==> src/core/dscs_pkg.sv <==
// package for the drive speed command selector: encodings, ranges and timing constants
// assumes a 25 MHz control clock; frequencies are in 0.1 Hz units, currents in 0.1 mA units
`default_nettype none

package dscs_pkg;
	localparam int unsigned CLK_HZ = 25000000;
	localparam int unsigned FW = 12;
	localparam int unsigned AW = 10;
	localparam logic [AW-1:0] AI_FULL = 10'h3FF;
	localparam logic [7:0] MA20_TENTHS = 8'hC8;
	localparam logic [7:0] MA4_TENTHS = 8'h28;
	// setpoint capture qualification
	localparam int unsigned CAPTURE_MS = 100;
	localparam int unsigned CAPTURE_CYC = (CLK_HZ / 1000) * CAPTURE_MS;
	// jog: 0.2..10 Hz, default 5 Hz; duty cycle 0.2..10 s, default 0.5 s; here the duty cycle is fixed at JOG_GAP_MS
	localparam logic [FW-1:0] JOG_MIN = 12'h002;
	localparam logic [FW-1:0] JOG_MAX = 12'h064;
	localparam logic [FW-1:0] JOG_DEF = 12'h032;
	localparam int unsigned JOG_GAP_MS = 500;
	localparam int unsigned JOG_GAP_CYC = (CLK_HZ / 1000) * JOG_GAP_MS;
	// presets 0.1..400 Hz, defaults 5, 10, 15 Hz
	localparam logic [FW-1:0] PRESET_MIN = 12'h001;
	localparam logic [FW-1:0] PRESET_MAX = 12'hFA0;
	localparam logic [FW-1:0] PRESET1_DEF = 12'h032;
	localparam logic [FW-1:0] PRESET2_DEF = 12'h064;
	localparam logic [FW-1:0] PRESET3_DEF = 12'h096;
	// +/- speed ramp step period
	localparam int unsigned RAMP_STEP_CYC = 2500;
	localparam logic [FW-1:0] FREQ_STEP = 12'h001;
	localparam logic [FW-1:0] FREQ_ZERO = 12'h000;
	// function of the two assignable inputs
	typedef enum logic [2:0] {
		DSCS_FN_NONE, DSCS_FN_REVERSE, DSCS_FN_JOG, DSCS_FN_SPEED_UP, DSCS_FN_SPEED_DOWN,
		DSCS_FN_CAPTURE, DSCS_FN_PRESET, DSCS_FN_STOP
	} dscs_fn_e;
	typedef enum logic [1:0] {DSCS_MA_0_20, DSCS_MA_4_20, DSCS_MA_20_4, DSCS_MA_X_20} dscs_range_e;
	// stop methods ranked lowest to highest
	typedef enum logic [1:0] {DSCS_STOP_NONE, DSCS_STOP_DC, DSCS_STOP_FAST, DSCS_STOP_FREE} dscs_stop_e;
endpackage

`default_nettype wire

==> src/core/dscs_sync.sv <==
// two-stage synchroniser for a bank of logic inputs
// assumes inputs may change at any time with respect to sys_clk
`default_nettype none

module dscs_sync #(
	parameter int unsigned W = 4
) (
	input wire logic sys_clk,
	input wire logic resetn,
	input wire logic [W-1:0] din,
	output logic [W-1:0] dout
);
	logic [W-1:0] meta_reg;
	// first stage only feeds the second stage
	always_ff @(posedge sys_clk or negedge resetn) begin
		if (!resetn) begin
			meta_reg <= '0;
			dout <= '0;
		end else begin
			meta_reg <= din;
			dout <= meta_reg;
		end
	end
endmodule // dscs_sync

`default_nettype wire

==> src/core/dscs_top.sv <==
// drive speed command selector: run direction, target frequency and stop request
// assumes analog inputs are already digitised and steady over a cycle; ramps are outside
`default_nettype none

// Overview of operation
// - reverse input runs reverse: level in two-wire, edge-latched in three-wire until forward or enable drop
// - forward and reverse together: forward wins
// - jog speed 0.2..10 Hz default 5; duty cycle spaces jog pulses
// - two-wire: enable and direction high, jog speed while jog input high
// - three-wire: enable high, jog speed while jog button held
// - during jog, fastest safe ramp requested automatically
// - speed-up input raises frequency at accel rate to reference, then holds
// - speed-down input lowers frequency at decel rate to low speed, then holds
// - both speed inputs high: decrease wins
// - memory keeps last speed across stops; without it start from zero
// - capture input high 0.1 s samples analog reference as setpoint
// - setpoint held until next capture or direction command removed
// - preset inputs select reference, preset one, two or three
// - presets 0.1..400 Hz ascending, defaults 5/10/15, clamped to high speed
// - current range 0-20, 4-20, 20-4 or x-20 mA, default 4-20
// - x-20 range scales input over 20 mA; below x gives low speed
// - references summed and limited to high speed; auto/manual uses one
// - inversion subtracts current; clamp gives low speed, else reverses
// - auto/manual input high selects reference two, low reference one
// - auto-run input is extra two-wire run, only in auto mode
// - stop input has programmable level, active only in terminal mode
// - threshold stop decelerates to threshold then starts stop method
// - first stop method holds unless later one ranks higher; input wins ties
// - input one is run enable, input two run forward, three and four assignable
module dscs_top import dscs_pkg::*; (
	input wire logic sys_clk,
	input wire logic resetn,
	input wire logic run_enable_input,
	input wire logic run_forward_input,
	input wire logic assignable_input_a,
	input wire logic assignable_input_b,
	input wire logic auto_run_input,
	input wire logic [AW-1:0] voltage_reference_input,
	input wire logic [AW-1:0] current_reference_input,
	input wire logic three_wire_cfg,
	input wire logic keypad_mode_cfg,
	input wire dscs_fn_e func_a_cfg,
	input wire dscs_fn_e func_b_cfg,
	input wire logic three_presets_cfg,
	input wire logic updown_memory_cfg,
	input wire logic auto_manual_en_cfg,
	input wire logic ref1_is_current_cfg,
	input wire dscs_range_e current_range_cfg,
	input wire logic [7:0] current_x_cfg,
	input wire logic invert_current_cfg,
	input wire logic clamp_sum_cfg,
	input wire logic stop_active_high_cfg,
	input wire logic thresh_stop_en_cfg,
	input wire logic [FW-1:0] thresh_freq_cfg,
	input wire dscs_stop_e input_stop_type_cfg,
	input wire dscs_stop_e thresh_stop_type_cfg,
	input wire logic [FW-1:0] jog_speed_cfg,
	input wire logic [FW-1:0] preset1_cfg,
	input wire logic [FW-1:0] preset2_cfg,
	input wire logic [FW-1:0] preset3_cfg,
	input wire logic [FW-1:0] low_speed_cfg,
	input wire logic [FW-1:0] high_speed_cfg,
	input wire logic [FW-1:0] output_freq,
	output logic run_cmd,
	output logic reverse_dir,
	output logic [FW-1:0] target_freq,
	output logic jog_active,
	output logic fast_ramp_req,
	output dscs_stop_e stop_method,
	output logic stop_req
);
	// ------------------------------------------------------------
	// input synchronisation
	// ------------------------------------------------------------
	logic [4:0] li_s;
	dscs_sync #(.W(5)) u_sync (
		.sys_clk(sys_clk),
		.resetn(resetn),
		.din({auto_run_input, assignable_input_b, assignable_input_a, run_forward_input,
			run_enable_input}),
		.dout(li_s)
	);
	logic en_s, fwd_s, ia_s, ib_s, arun_s;
	assign {arun_s, ib_s, ia_s, fwd_s, en_s} = li_s;

	function automatic logic fn_level(input dscs_fn_e f, input dscs_fn_e fa, input dscs_fn_e fb,
		input logic a, input logic b);
		fn_level = (fa == f && a) || (fb == f && b);
	endfunction
	function automatic logic [FW-1:0] clamp_hi(input logic [FW:0] v, input logic [FW-1:0] hi);
		clamp_hi = (v > {1'b0, hi}) ? hi : v[FW-1:0];
	endfunction

	logic rev_l, jog_l, up_l, dn_l, cap_l, stop_l, pre_a, pre_b;
	assign rev_l = fn_level(DSCS_FN_REVERSE, func_a_cfg, func_b_cfg, ia_s, ib_s);
	assign jog_l = fn_level(DSCS_FN_JOG, func_a_cfg, func_b_cfg, ia_s, ib_s);
	assign up_l = fn_level(DSCS_FN_SPEED_UP, func_a_cfg, func_b_cfg, ia_s, ib_s);
	assign dn_l = fn_level(DSCS_FN_SPEED_DOWN, func_a_cfg, func_b_cfg, ia_s, ib_s);
	assign cap_l = fn_level(DSCS_FN_CAPTURE, func_a_cfg, func_b_cfg, ia_s, ib_s);
	assign stop_l = fn_level(DSCS_FN_STOP, func_a_cfg, func_b_cfg, ia_s, ib_s);
	assign pre_a = (func_a_cfg == DSCS_FN_PRESET) && ia_s;
	assign pre_b = (func_b_cfg == DSCS_FN_PRESET) && ib_s;

	// ------------------------------------------------------------
	// run direction
	// ------------------------------------------------------------
	logic rev_d_reg, rev3_reg, auto_mode;
	assign auto_mode = auto_manual_en_cfg && arun_s;
	// auto mode input: the auto-run pin doubles as mode select when the function is on
	always_ff @(posedge sys_clk or negedge resetn) begin
		if (!resetn) begin
			rev_d_reg <= 1'b0;
			rev3_reg <= 1'b0;
		end else begin
			rev_d_reg <= rev_l;
			if (!en_s || fwd_s)
				rev3_reg <= 1'b0;
			else if (rev_l && !rev_d_reg)
				rev3_reg <= 1'b1;
		end
	end
	logic rev_req, fwd_req, dir_req;
	assign rev_req = three_wire_cfg ? rev3_reg : rev_l;
	assign fwd_req = fwd_s || (auto_mode && arun_s);
	assign dir_req = fwd_req || rev_req;

	// ------------------------------------------------------------
	// jog with minimum spacing between pulses
	// ------------------------------------------------------------
	logic [24:0] jog_gap_reg;
	logic jog_ok, jog_prev_reg;
	assign jog_ok = en_s && jog_l && (three_wire_cfg || dir_req);
	always_ff @(posedge sys_clk or negedge resetn) begin
		if (!resetn) begin
			jog_gap_reg <= '0;
			jog_prev_reg <= 1'b0;
		end else begin
			jog_prev_reg <= jog_ok && (jog_prev_reg || jog_gap_reg == '0);
			if (jog_prev_reg && !jog_ok)
				jog_gap_reg <= 25'(JOG_GAP_CYC);
			else if (jog_gap_reg != '0)
				jog_gap_reg <= jog_gap_reg - 25'd1;
		end
	end
	logic [FW-1:0] jog_spd;
	assign jog_spd = (jog_speed_cfg < JOG_MIN) ? JOG_MIN :
		(jog_speed_cfg > JOG_MAX) ? JOG_MAX : jog_speed_cfg;

	// ------------------------------------------------------------
	// analog reference scaling
	// ------------------------------------------------------------
	logic [7:0] lo_ma;
	assign lo_ma = (current_range_cfg == DSCS_MA_0_20) ? 8'h00 :
		(current_range_cfg == DSCS_MA_X_20) ? current_x_cfg : MA4_TENTHS;
	logic [FW-1:0] span;
	logic [FW+AW-1:0] v_prod, i_prod;
	logic [FW-1:0] v_ref, i_ref;
	logic [7:0] ma;
	// full scale is AI_FULL, not a power of two, so a shift would never reach high speed
	assign span = high_speed_cfg - low_speed_cfg;
	assign ma = 8'((18'(current_reference_input) * 18'(MA20_TENTHS)) / 18'(AI_FULL));
	assign v_prod = 22'(span) * 22'(voltage_reference_input);
	assign i_prod = 22'(span) * 22'(current_reference_input);
	assign v_ref = low_speed_cfg + FW'(v_prod / 22'(AI_FULL));
	assign i_ref = (ma < lo_ma) ? low_speed_cfg :
		(current_range_cfg == DSCS_MA_20_4) ? high_speed_cfg - FW'(i_prod / 22'(AI_FULL)) :
		low_speed_cfg + FW'(i_prod / 22'(AI_FULL));
	// summing uses the span parts only, so low speed is not counted twice
	logic [FW:0] sum_v;
	logic neg_sum;
	logic [FW-1:0] ref_f;
	assign neg_sum = invert_current_cfg && (i_ref > v_ref);
	always_comb begin
		sum_v = {1'b0, low_speed_cfg};
		if (auto_manual_en_cfg)
			sum_v = {1'b0, (auto_mode ^ ref1_is_current_cfg) ? i_ref : v_ref};
		else if (!invert_current_cfg)
			sum_v = {1'b0, v_ref} + {1'b0, i_ref - low_speed_cfg};
		else if (neg_sum && !clamp_sum_cfg)
			sum_v = {1'b0, low_speed_cfg} + {1'b0, i_ref - v_ref};
		else if (!neg_sum && v_ref != i_ref)
			sum_v = {1'b0, low_speed_cfg} + {1'b0, v_ref - i_ref};
	end
	assign ref_f = clamp_hi(sum_v, high_speed_cfg);

	// ------------------------------------------------------------
	// setpoint capture
	// ------------------------------------------------------------
	logic [21:0] cap_cnt_reg;
	logic [FW-1:0] setpt_reg;
	logic setpt_valid_reg;
	always_ff @(posedge sys_clk or negedge resetn) begin
		if (!resetn) begin
			cap_cnt_reg <= '0;
			setpt_reg <= FREQ_ZERO;
			setpt_valid_reg <= 1'b0;
		end else begin
			if (!cap_l)
				cap_cnt_reg <= '0;
			else if (cap_cnt_reg != 22'(CAPTURE_CYC))
				cap_cnt_reg <= cap_cnt_reg + 22'd1;
			if (cap_l && cap_cnt_reg == 22'(CAPTURE_CYC - 1)) begin
				setpt_reg <= ref_f;
				setpt_valid_reg <= 1'b1;
			end else if (!dir_req)
				setpt_valid_reg <= 1'b0;
		end
	end

	// ------------------------------------------------------------
	// +/- speed
	// ------------------------------------------------------------
	logic [11:0] step_cnt_reg;
	logic [FW-1:0] ud_reg;
	logic run_d_reg;
	logic ud_mode;
	assign ud_mode = (func_a_cfg == DSCS_FN_SPEED_UP) || (func_b_cfg == DSCS_FN_SPEED_UP);
	always_ff @(posedge sys_clk or negedge resetn) begin
		if (!resetn) begin
			step_cnt_reg <= '0;
			ud_reg <= FREQ_ZERO;
			run_d_reg <= 1'b0;
		end else begin
			run_d_reg <= run_cmd;
			step_cnt_reg <= (step_cnt_reg == 12'(RAMP_STEP_CYC - 1)) ? '0 : step_cnt_reg + 12'd1;
			if (run_cmd && !run_d_reg && !updown_memory_cfg)
				ud_reg <= FREQ_ZERO;
			else if (step_cnt_reg == '0 && run_cmd) begin
				if (dn_l && ud_reg > low_speed_cfg)
					ud_reg <= ud_reg - FREQ_STEP;
				else if (!dn_l && up_l && ud_reg < ref_f)
					ud_reg <= ud_reg + FREQ_STEP;
			end
		end
	end

	// ------------------------------------------------------------
	// preset selection and target
	// ------------------------------------------------------------
	logic [FW-1:0] preset_f, p1, p2, p3, tgt_next;
	// keep presets ascending and in range
	assign p1 = (preset1_cfg < PRESET_MIN) ? PRESET_MIN :
		(preset1_cfg > PRESET_MAX) ? PRESET_MAX : preset1_cfg;
	assign p2 = (preset2_cfg < p1) ? p1 : (preset2_cfg > PRESET_MAX) ? PRESET_MAX : preset2_cfg;
	assign p3 = (preset3_cfg < p2) ? p2 : (preset3_cfg > PRESET_MAX) ? PRESET_MAX : preset3_cfg;
	always_comb begin
		if (!three_presets_cfg)
			preset_f = (pre_a || pre_b) ? p1 : ref_f;
		else
			case ({pre_b, pre_a})
			2'b01: preset_f = p1;
			2'b10: preset_f = p2;
			2'b11: preset_f = p3;
			default: preset_f = ref_f;
			endcase
	end
	always_comb begin
		if (jog_prev_reg)
			tgt_next = jog_spd;
		else if (ud_mode)
			tgt_next = ud_reg;
		else if (setpt_valid_reg)
			tgt_next = setpt_reg;
		else
			tgt_next = clamp_hi({1'b0, preset_f}, high_speed_cfg);
	end

	// ------------------------------------------------------------
	// controlled stop
	// ------------------------------------------------------------
	logic stop_in_act, thr_hit;
	assign stop_in_act = !keypad_mode_cfg && (stop_l == stop_active_high_cfg) &&
		(func_a_cfg == DSCS_FN_STOP || func_b_cfg == DSCS_FN_STOP);
	assign thr_hit = thresh_stop_en_cfg && !dir_req && output_freq <= thresh_freq_cfg;
	dscs_stop_e cand;
	assign cand = stop_in_act ? input_stop_type_cfg :
		thr_hit ? thresh_stop_type_cfg : DSCS_STOP_NONE;

	// ------------------------------------------------------------
	// output registers
	// ------------------------------------------------------------
	always_ff @(posedge sys_clk or negedge resetn) begin
		if (!resetn) begin
			run_cmd <= 1'b0;
			reverse_dir <= 1'b0;
			target_freq <= FREQ_ZERO;
			jog_active <= 1'b0;
			fast_ramp_req <= 1'b0;
			stop_method <= DSCS_STOP_NONE;
			stop_req <= 1'b0;
		end else begin
			run_cmd <= en_s && (dir_req || jog_prev_reg) && stop_method == DSCS_STOP_NONE;
			reverse_dir <= (fwd_req ? 1'b0 : rev_req) ^ (neg_sum && !clamp_sum_cfg);
			target_freq <= tgt_next;
			jog_active <= jog_prev_reg;
			fast_ramp_req <= jog_prev_reg;
			if (dir_req && !stop_in_act)
				stop_method <= DSCS_STOP_NONE;
			else if (cand > stop_method || (stop_in_act && stop_method != input_stop_type_cfg
				&& stop_method == DSCS_STOP_NONE))
				stop_method <= cand;
			stop_req <= cand != DSCS_STOP_NONE || (stop_method != DSCS_STOP_NONE && !dir_req);
		end
	end

	a_fwd_priority: assert property (@(posedge sys_clk) disable iff (!resetn)
		fwd_req && !(neg_sum && !clamp_sum_cfg) |=> !reverse_dir)
		else $error("reverse asserted with forward request");
	a_jog_fast: assert property (@(posedge sys_clk) disable iff (!resetn)
		jog_prev_reg |=> jog_active && fast_ramp_req && target_freq == $past(jog_spd))
		else $error("jog without fast ramp");
	a_keypad_stop: assert property (@(posedge sys_clk) disable iff (!resetn)
		keypad_mode_cfg |-> !stop_in_act)
		else $error("stop input active in keypad mode");
	a_dn_priority: assert property (@(posedge sys_clk) disable iff (!resetn)
		run_cmd && dn_l && step_cnt_reg == '0 && $past(run_cmd) |=> ud_reg <= $past(ud_reg))
		else $error("speed rose with decrease held");
	a_cap_time: assert property (@(posedge sys_clk) disable iff (!resetn)
		$rose(setpt_valid_reg) |-> cap_cnt_reg == 22'(CAPTURE_CYC))
		else $error("setpoint taken before qualification");
	a_setpt_drop: assert property (@(posedge sys_clk) disable iff (!resetn)
		!dir_req && !cap_l |=> !setpt_valid_reg)
		else $error("setpoint kept after direction removed");
	a_target_clamp: assert property (@(posedge sys_clk) disable iff (!resetn)
		!jog_prev_reg && !ud_mode && !setpt_valid_reg |=> target_freq <= $past(high_speed_cfg))
		else $error("target above high speed");
	a_stop_rank: assert property (@(posedge sys_clk) disable iff (!resetn)
		stop_method != DSCS_STOP_NONE && !dir_req && !stop_in_act |=>
		stop_method >= $past(stop_method))
		else $error("stop method dropped in rank");
endmodule // dscs_top

`default_nettype wire

==> config.mk <==
export PLATFORM = sky130hd
export DESIGN_NAME = dscs_top
export DESIGN_NICKNAME = d
export VERILOG_FILES = /design/src/core/dscs_pkg.sv /design/src/core/dscs_sync.sv /design/src/core/dscs_top.sv
export SDC_FILE = /design/constraint.sdc
export NUM_CORES = 2
export LEC_CHECK = 0
export BUFFER_PORTS_ARGS = -buffer_cell sky130_fd_sc_hd__buf_4
export CAP_MARGIN = 0
export CORE_UTILIZATION = 59
export CTS_CLUSTER_DIAMETER = 50
export CTS_CLUSTER_SIZE = 12
export DETAILED_ROUTE_END_ITERATION = 8
export GPL_ROUTABILITY_DRIVEN = 0
export PLACE_DENSITY = 0.8
export RECOVER_POWER = 100
export SETUP_SLACK_MARGIN = 0.02
export SLEW_MARGIN = 0
export SYNTH_ARGS = -nofsm -noshare
export SYNTH_HDL_FRONTEND = slang
export SYNTH_SLANG_ARGS = --single-unit
==> constraint.sdc <==
create_clock -name sys_clk -period 6.55 [get_ports sys_clk]
set_input_delay 0.9825 -clock sys_clk [delete_from_list [all_inputs] [get_ports sys_clk]]
set_output_delay 0.9825 -clock sys_clk [all_outputs]
set_load 0.02 [all_outputs]
==> flow_summary.yaml, run 1 <==
die:
  die_h_um: 238.3
  ios: 172
  fp-row-count: 86
  start_util_pct: 59.77
  die_width_um: 238.3
outcome:
  status: "did not finish"
  stop_stage: "global routing"
  firstError: "[ERROR GRT-0116] Global routing finished with congestion. Check the congestion regions in the DRC Viewer."
placement:
  port_buffers: 171
  pre_cts_ws_ns: -18.58
  placed_cell_area_mm2: 0.04522
  dpl.hpwl_um: 105900
cts:
  numCtsBuffers: 17
  clockBufferDepth: 2
  h-tree-depth: 4
  ctsRootBufferMaster: "clkbuf_16"
  cts.sinks: 116
yosys:
  synth_commonest_cells: "375 x ha_1, 358 x nand2_1, 332 x inv_1, 303 x nor2_1, 267 x a21oi_1"
  synth_most_common_cell: "ha_1"
  async_flop_share_pct: 100.0
  ys.warnings.count: 0
  ys_top_cells_by_area: "ha_1 14%, fa_1 10%, dfrtp_1 8.8%"
  syn_nets: 4948
  postSynthCellCount: 4248
  synth_seq_area_share_pct: 8.815
  ys_ff_latch: 116
  ys.flop_type: "dfrtp_1"
  ys_types: 138
  synth_top_cell_by_area: "ha_1"
  synth_edf_count: 0
  synthesis.area_mm2: 0.03293
  syn_avg_cell_area_um2: 7.752
  synth_top_area_share_pct: 14.25
global_route:
  grt_pass1_vias: 51930
  grt_overflow: 22
  grt_first_pass_wirelength_um: 309700
  grt_max_degree: 68
  grtUsageTotal_pct: 71.60
through the flow:
step / cells / hold slack, ns / util (%)
2_1_floorplan: 4248 / 0.3312 / -
4_1_cts: 6445 / 0.3512 / 85.84
3_3_place_gp: 6346 / 0.3313 / 82.07
3_5_place_dp: 6346 / 0.3356 / 82.07
what timing repair did:
item | in CTS
setup buffers | 67
endpoints found under the hold margin | 0
pin swaps | 120
resized for setup | 200
hold buffers | 0
endpoints found under the setup margin | 37
cloned | 2
layer usage:
layer | GRT overflow | global-route usage, %
met5 | 0 | 40.87
met1 | 0 | 69.97
met4 | 16 | 68.98
met2 | 5 | 87.20
met3 | 1 | 59.44
cells by family after synthesis:
group	after synthesis	share of synthesized area, %
XOR/XNOR	268	7.280
flip-flops	116	8.815
AND/OR/NAND/NOR	1549	24.67
AO/OA/AOI/OAI	1206	26.43
buffers and inverters	490	5.832
adder cells (fa/ha/maj)	552	24.86
multiplexers	67	2.109
==> inputs of run 2 (changes only) <==
Settings changed: CORE_UTILIZATION 59 to 40, CTS_CLUSTER_DIAMETER 50 to not set, CTS_CLUSTER_SIZE 12 to not set, PLACE_DENSITY 0.8 to not set, PLACE_DENSITY_LB_ADDON set to 0.15, SETUP_SLACK_MARGIN 0.02 to not set.
Clock period 6.55 ns to 8.5 ns, I/O delays scaled along.
==> run 2 against run 1 <==
The flow now finishes, with violations (capacitance limit, slew limit, setup timing). Synthesized area stayed put. Synthesized cell count unchanged.
==> flow_summary.yaml, run 2 <==
die:
  fp-row-count: 104
  start_util_pct: 40.69
  die_h_um: 288.9
  die-area_mm2: 0.08348
  die_width_um: 288.9
  ios: 172
  core_mm2: 0.08094
sta:
  period_needed_ns: 23.70
  worst_slew_pin_slew_ns: 3.840
  clock_skew_ns: 0.01056
  rsz0062_at_grt: "yes"
  fmax_mhz: 42.20
  setup_slack_ns: -15.20
  min_period_over_period_pct: 278.8
  setup_viol: 37
  max_slew_margin_pct: -156.0
  hold_viol_final: 0
  slew_violations: 119
global_route:
  grt_overflow: 0
  grt_max_degree: 71
  antenna_found_initial: 8
  grt_first_pass_wirelength_um: 192000
  grtUsageTotal_pct: 28.10
  grt_pass1_vias: 37450
critical_path:
  crit_top_cell: "buf_4"
  cp_slowest_cell: "fa_1"
  rrSetupSlack_ns: 2.45
  reg2reg_depth: 37
  start_kind: "primary input"
  max_stage_delay_ns: 0.52
  worstReg2RegEnd: "ud_reg[3]$_DFFE_PN0P_"
  cp_max_fo: 7
  endpoint_kind: "flip-flop"
  critPathKind: "primary input to flip-flop"
  worst_ep_required_time_ns: 8.81
  worstPathArrival_ns: 24.00
  rr_startpoint: "u_sync.dout[4]$_DFF_PN0_"
yosys:
  synth_top_area_share_pct: 14.25
  ys.warnings.count: 0
  ys_top_cells_by_area: "ha_1 14%, fa_1 10%, dfrtp_1 8.8%"
  syn_avg_cell_area_um2: 7.752
  synth_top_cell_by_area: "ha_1"
  synth-xor-area-share_pct: 7.280
  synth_seq_area_share_pct: 8.815
  synth_most_common_cell: "ha_1"
  yosys.area_share.simple_pct: 24.67
  postSynthCellCount: 4248
  synthMuxAreaShare_pct: 2.109
  synthesis.area_mm2: 0.03293
  synthAdderAreaFrac_pct: 24.86
  ys_ff_latch: 116
  synth_commonest_cells: "375 x ha_1, 358 x nand2_1, 332 x inv_1, 303 x nor2_1, 267 x a21oi_1"
  ys_types: 138
  synth_top_family_by_area: "compound AO/OA/AOI/OAI gates"
  async_flop_share_pct: 100.0
  syn_nets: 4948
  synth_edf_count: 0
  ys.flop_type: "dfrtp_1"
  synth-compound-area-share_pct: 26.43
cts:
  postCtsHoldBufs: 0
  clock_latency_ns: 0.42
  cts_tree: "yes"
  numCtsBuffers: 17
  path_clk_slew_ns: 0.05
  clockBufferDepth: 2
  h-tree-depth: 4
  ctsRootBufferMaster: "clkbuf_16"
  cts.sinks: 116
placement:
  dp.cells: 6697
  dpl.hpwl_um: 98670
  pre_cts_ws_ns: -15.87
  port_buffers: 171
  placed_cell_area_mm2: 0.04593
drt:
  drcViolationCount: 0
  routedWlPerCell_um: 17.54
  detail-route-antenna-nets: 0
  routed.top_layer: "met5"
  drt_iter0_drc: 2067
  firstDrtPassIters: 6
  wl_met2_um: 56650
  routed_wl_um: 120900
  met1Wirelength_um: 54550
  num_vias: 37960
  viasPerCell: 5.506
  dr_wl_met3_um: 5813
finish:
  largest_register_ffs: 25
  layout_common_cells: "1,609 x buf_4, 346 x ha_1, 345 x nand2_1"
  final_common_cell: "buf_4"
  nFillCells: 7129
  drive_above_1_share_pct: 38.76
  area_growth_pct: 52.28
  stdcell_area_mm2: 0.05015
  fin_cells: 6894
  final_nets: 6518
  postLayoutCoreUtil_pct: 61.96
job:
  cap_violations: 2
worst_hold_path:
  whs_path_depth: 0
  hp-start: "u_sync.meta_reg[1]$_DFF_PN0_"
  hp-class: "flip-flop to flip-flop"
  hold_end: "u_sync.dout[1]$_DFF_PN0_"
outcome:
  violations: "capacitance limit, slew limit, setup timing"
  status: "finished with violations"
run 2: cell counts after synthesis:
No cell type changed its count.
run 2: final cells by class:
type                       count  area [um2]  area share (%)
inverter                     337        1271           2.535
sequential                   116        2903           5.789
tap                         1060        1326           2.645
multi-input combinational   3642       30950           61.72
clock buffer                  23       488.0          0.9731
timing repair buffer        1704       13080           26.08
clock inverter                 9       125.1          0.2495
antenna                        3       7.507         0.01497
run 2: worst max-delay path by stage:
stage                                 start                  endpoint  slack, ns  depth (start not counted)
after floorplan            low_speed_cfg[2]  target_freq[3]$_DFF_PN0_     -14.42                        126
after global placement    high_speed_cfg[0]  target_freq[8]$_DFF_PN0_     -15.58                        124
after detailed placement  high_speed_cfg[0]  target_freq[8]$_DFF_PN0_     -15.87                        119
after CTS                  low_speed_cfg[2]     ud_reg[1]$_DFFE_PN0P_     -14.44                        133
after global routing       low_speed_cfg[0]     ud_reg[3]$_DFFE_PN0P_     -16.38                        128
final                      low_speed_cfg[0]  target_freq[5]$_DFF_PN0_     -15.20                        123
run 2: stage by stage:
| stage | hold slack, ns | TNS, ns |
|---|---|---|
| finish | 0.3416 | -532.37 |
| global route | 0.3577 | -576.93 |
| CTS | 0.3441 | -509.38 |
| detailed placement | 0.3362 | -555.85 |
| global placement | 0.3337 | -548.30 |
| floorplan | 0.3312 | -506.79 |
run 2: repair_timing:
action                                  CTS  global route
gates cloned                              2             0
resized for setup                       300           195
endpoints found under the setup margin   37            37
setup buffers                           117            51
pin swaps                               154            74
run 2: kinds of logic after synthesis:
kind of cell | after synthesis
DFF | 116
muxes | 67
adders and majority gates | 552
xor gates and xnor gates | 268
and+or+nand+nor | 1549
AOI/OAI and AO/OA | 1206
buffers and inverters | 490
run 2: per-layer routing:
layer,vias to the layer above,GRT usage [%]
li1,18640,-
met1,18180,37.58
met2,907,47.45
met3,220,3.276
met4,12,7.921
met5,-,0
run 2: worst max-delay path, delay by kind of cell:
family | cells | cell delay (ns)
compound gates | 47 | 8.23
mux | 2 | 0.28
fa+ha+maj | 11 | 4.07
simple gates | 27 | 4.94
buf+inv | 33 | 4.51
xor+xnor | 3 | 0.62
Power of run 2 is not shown: default switching activity piles up to over one toggle a cycle in this logic, so the estimate is an artifact.
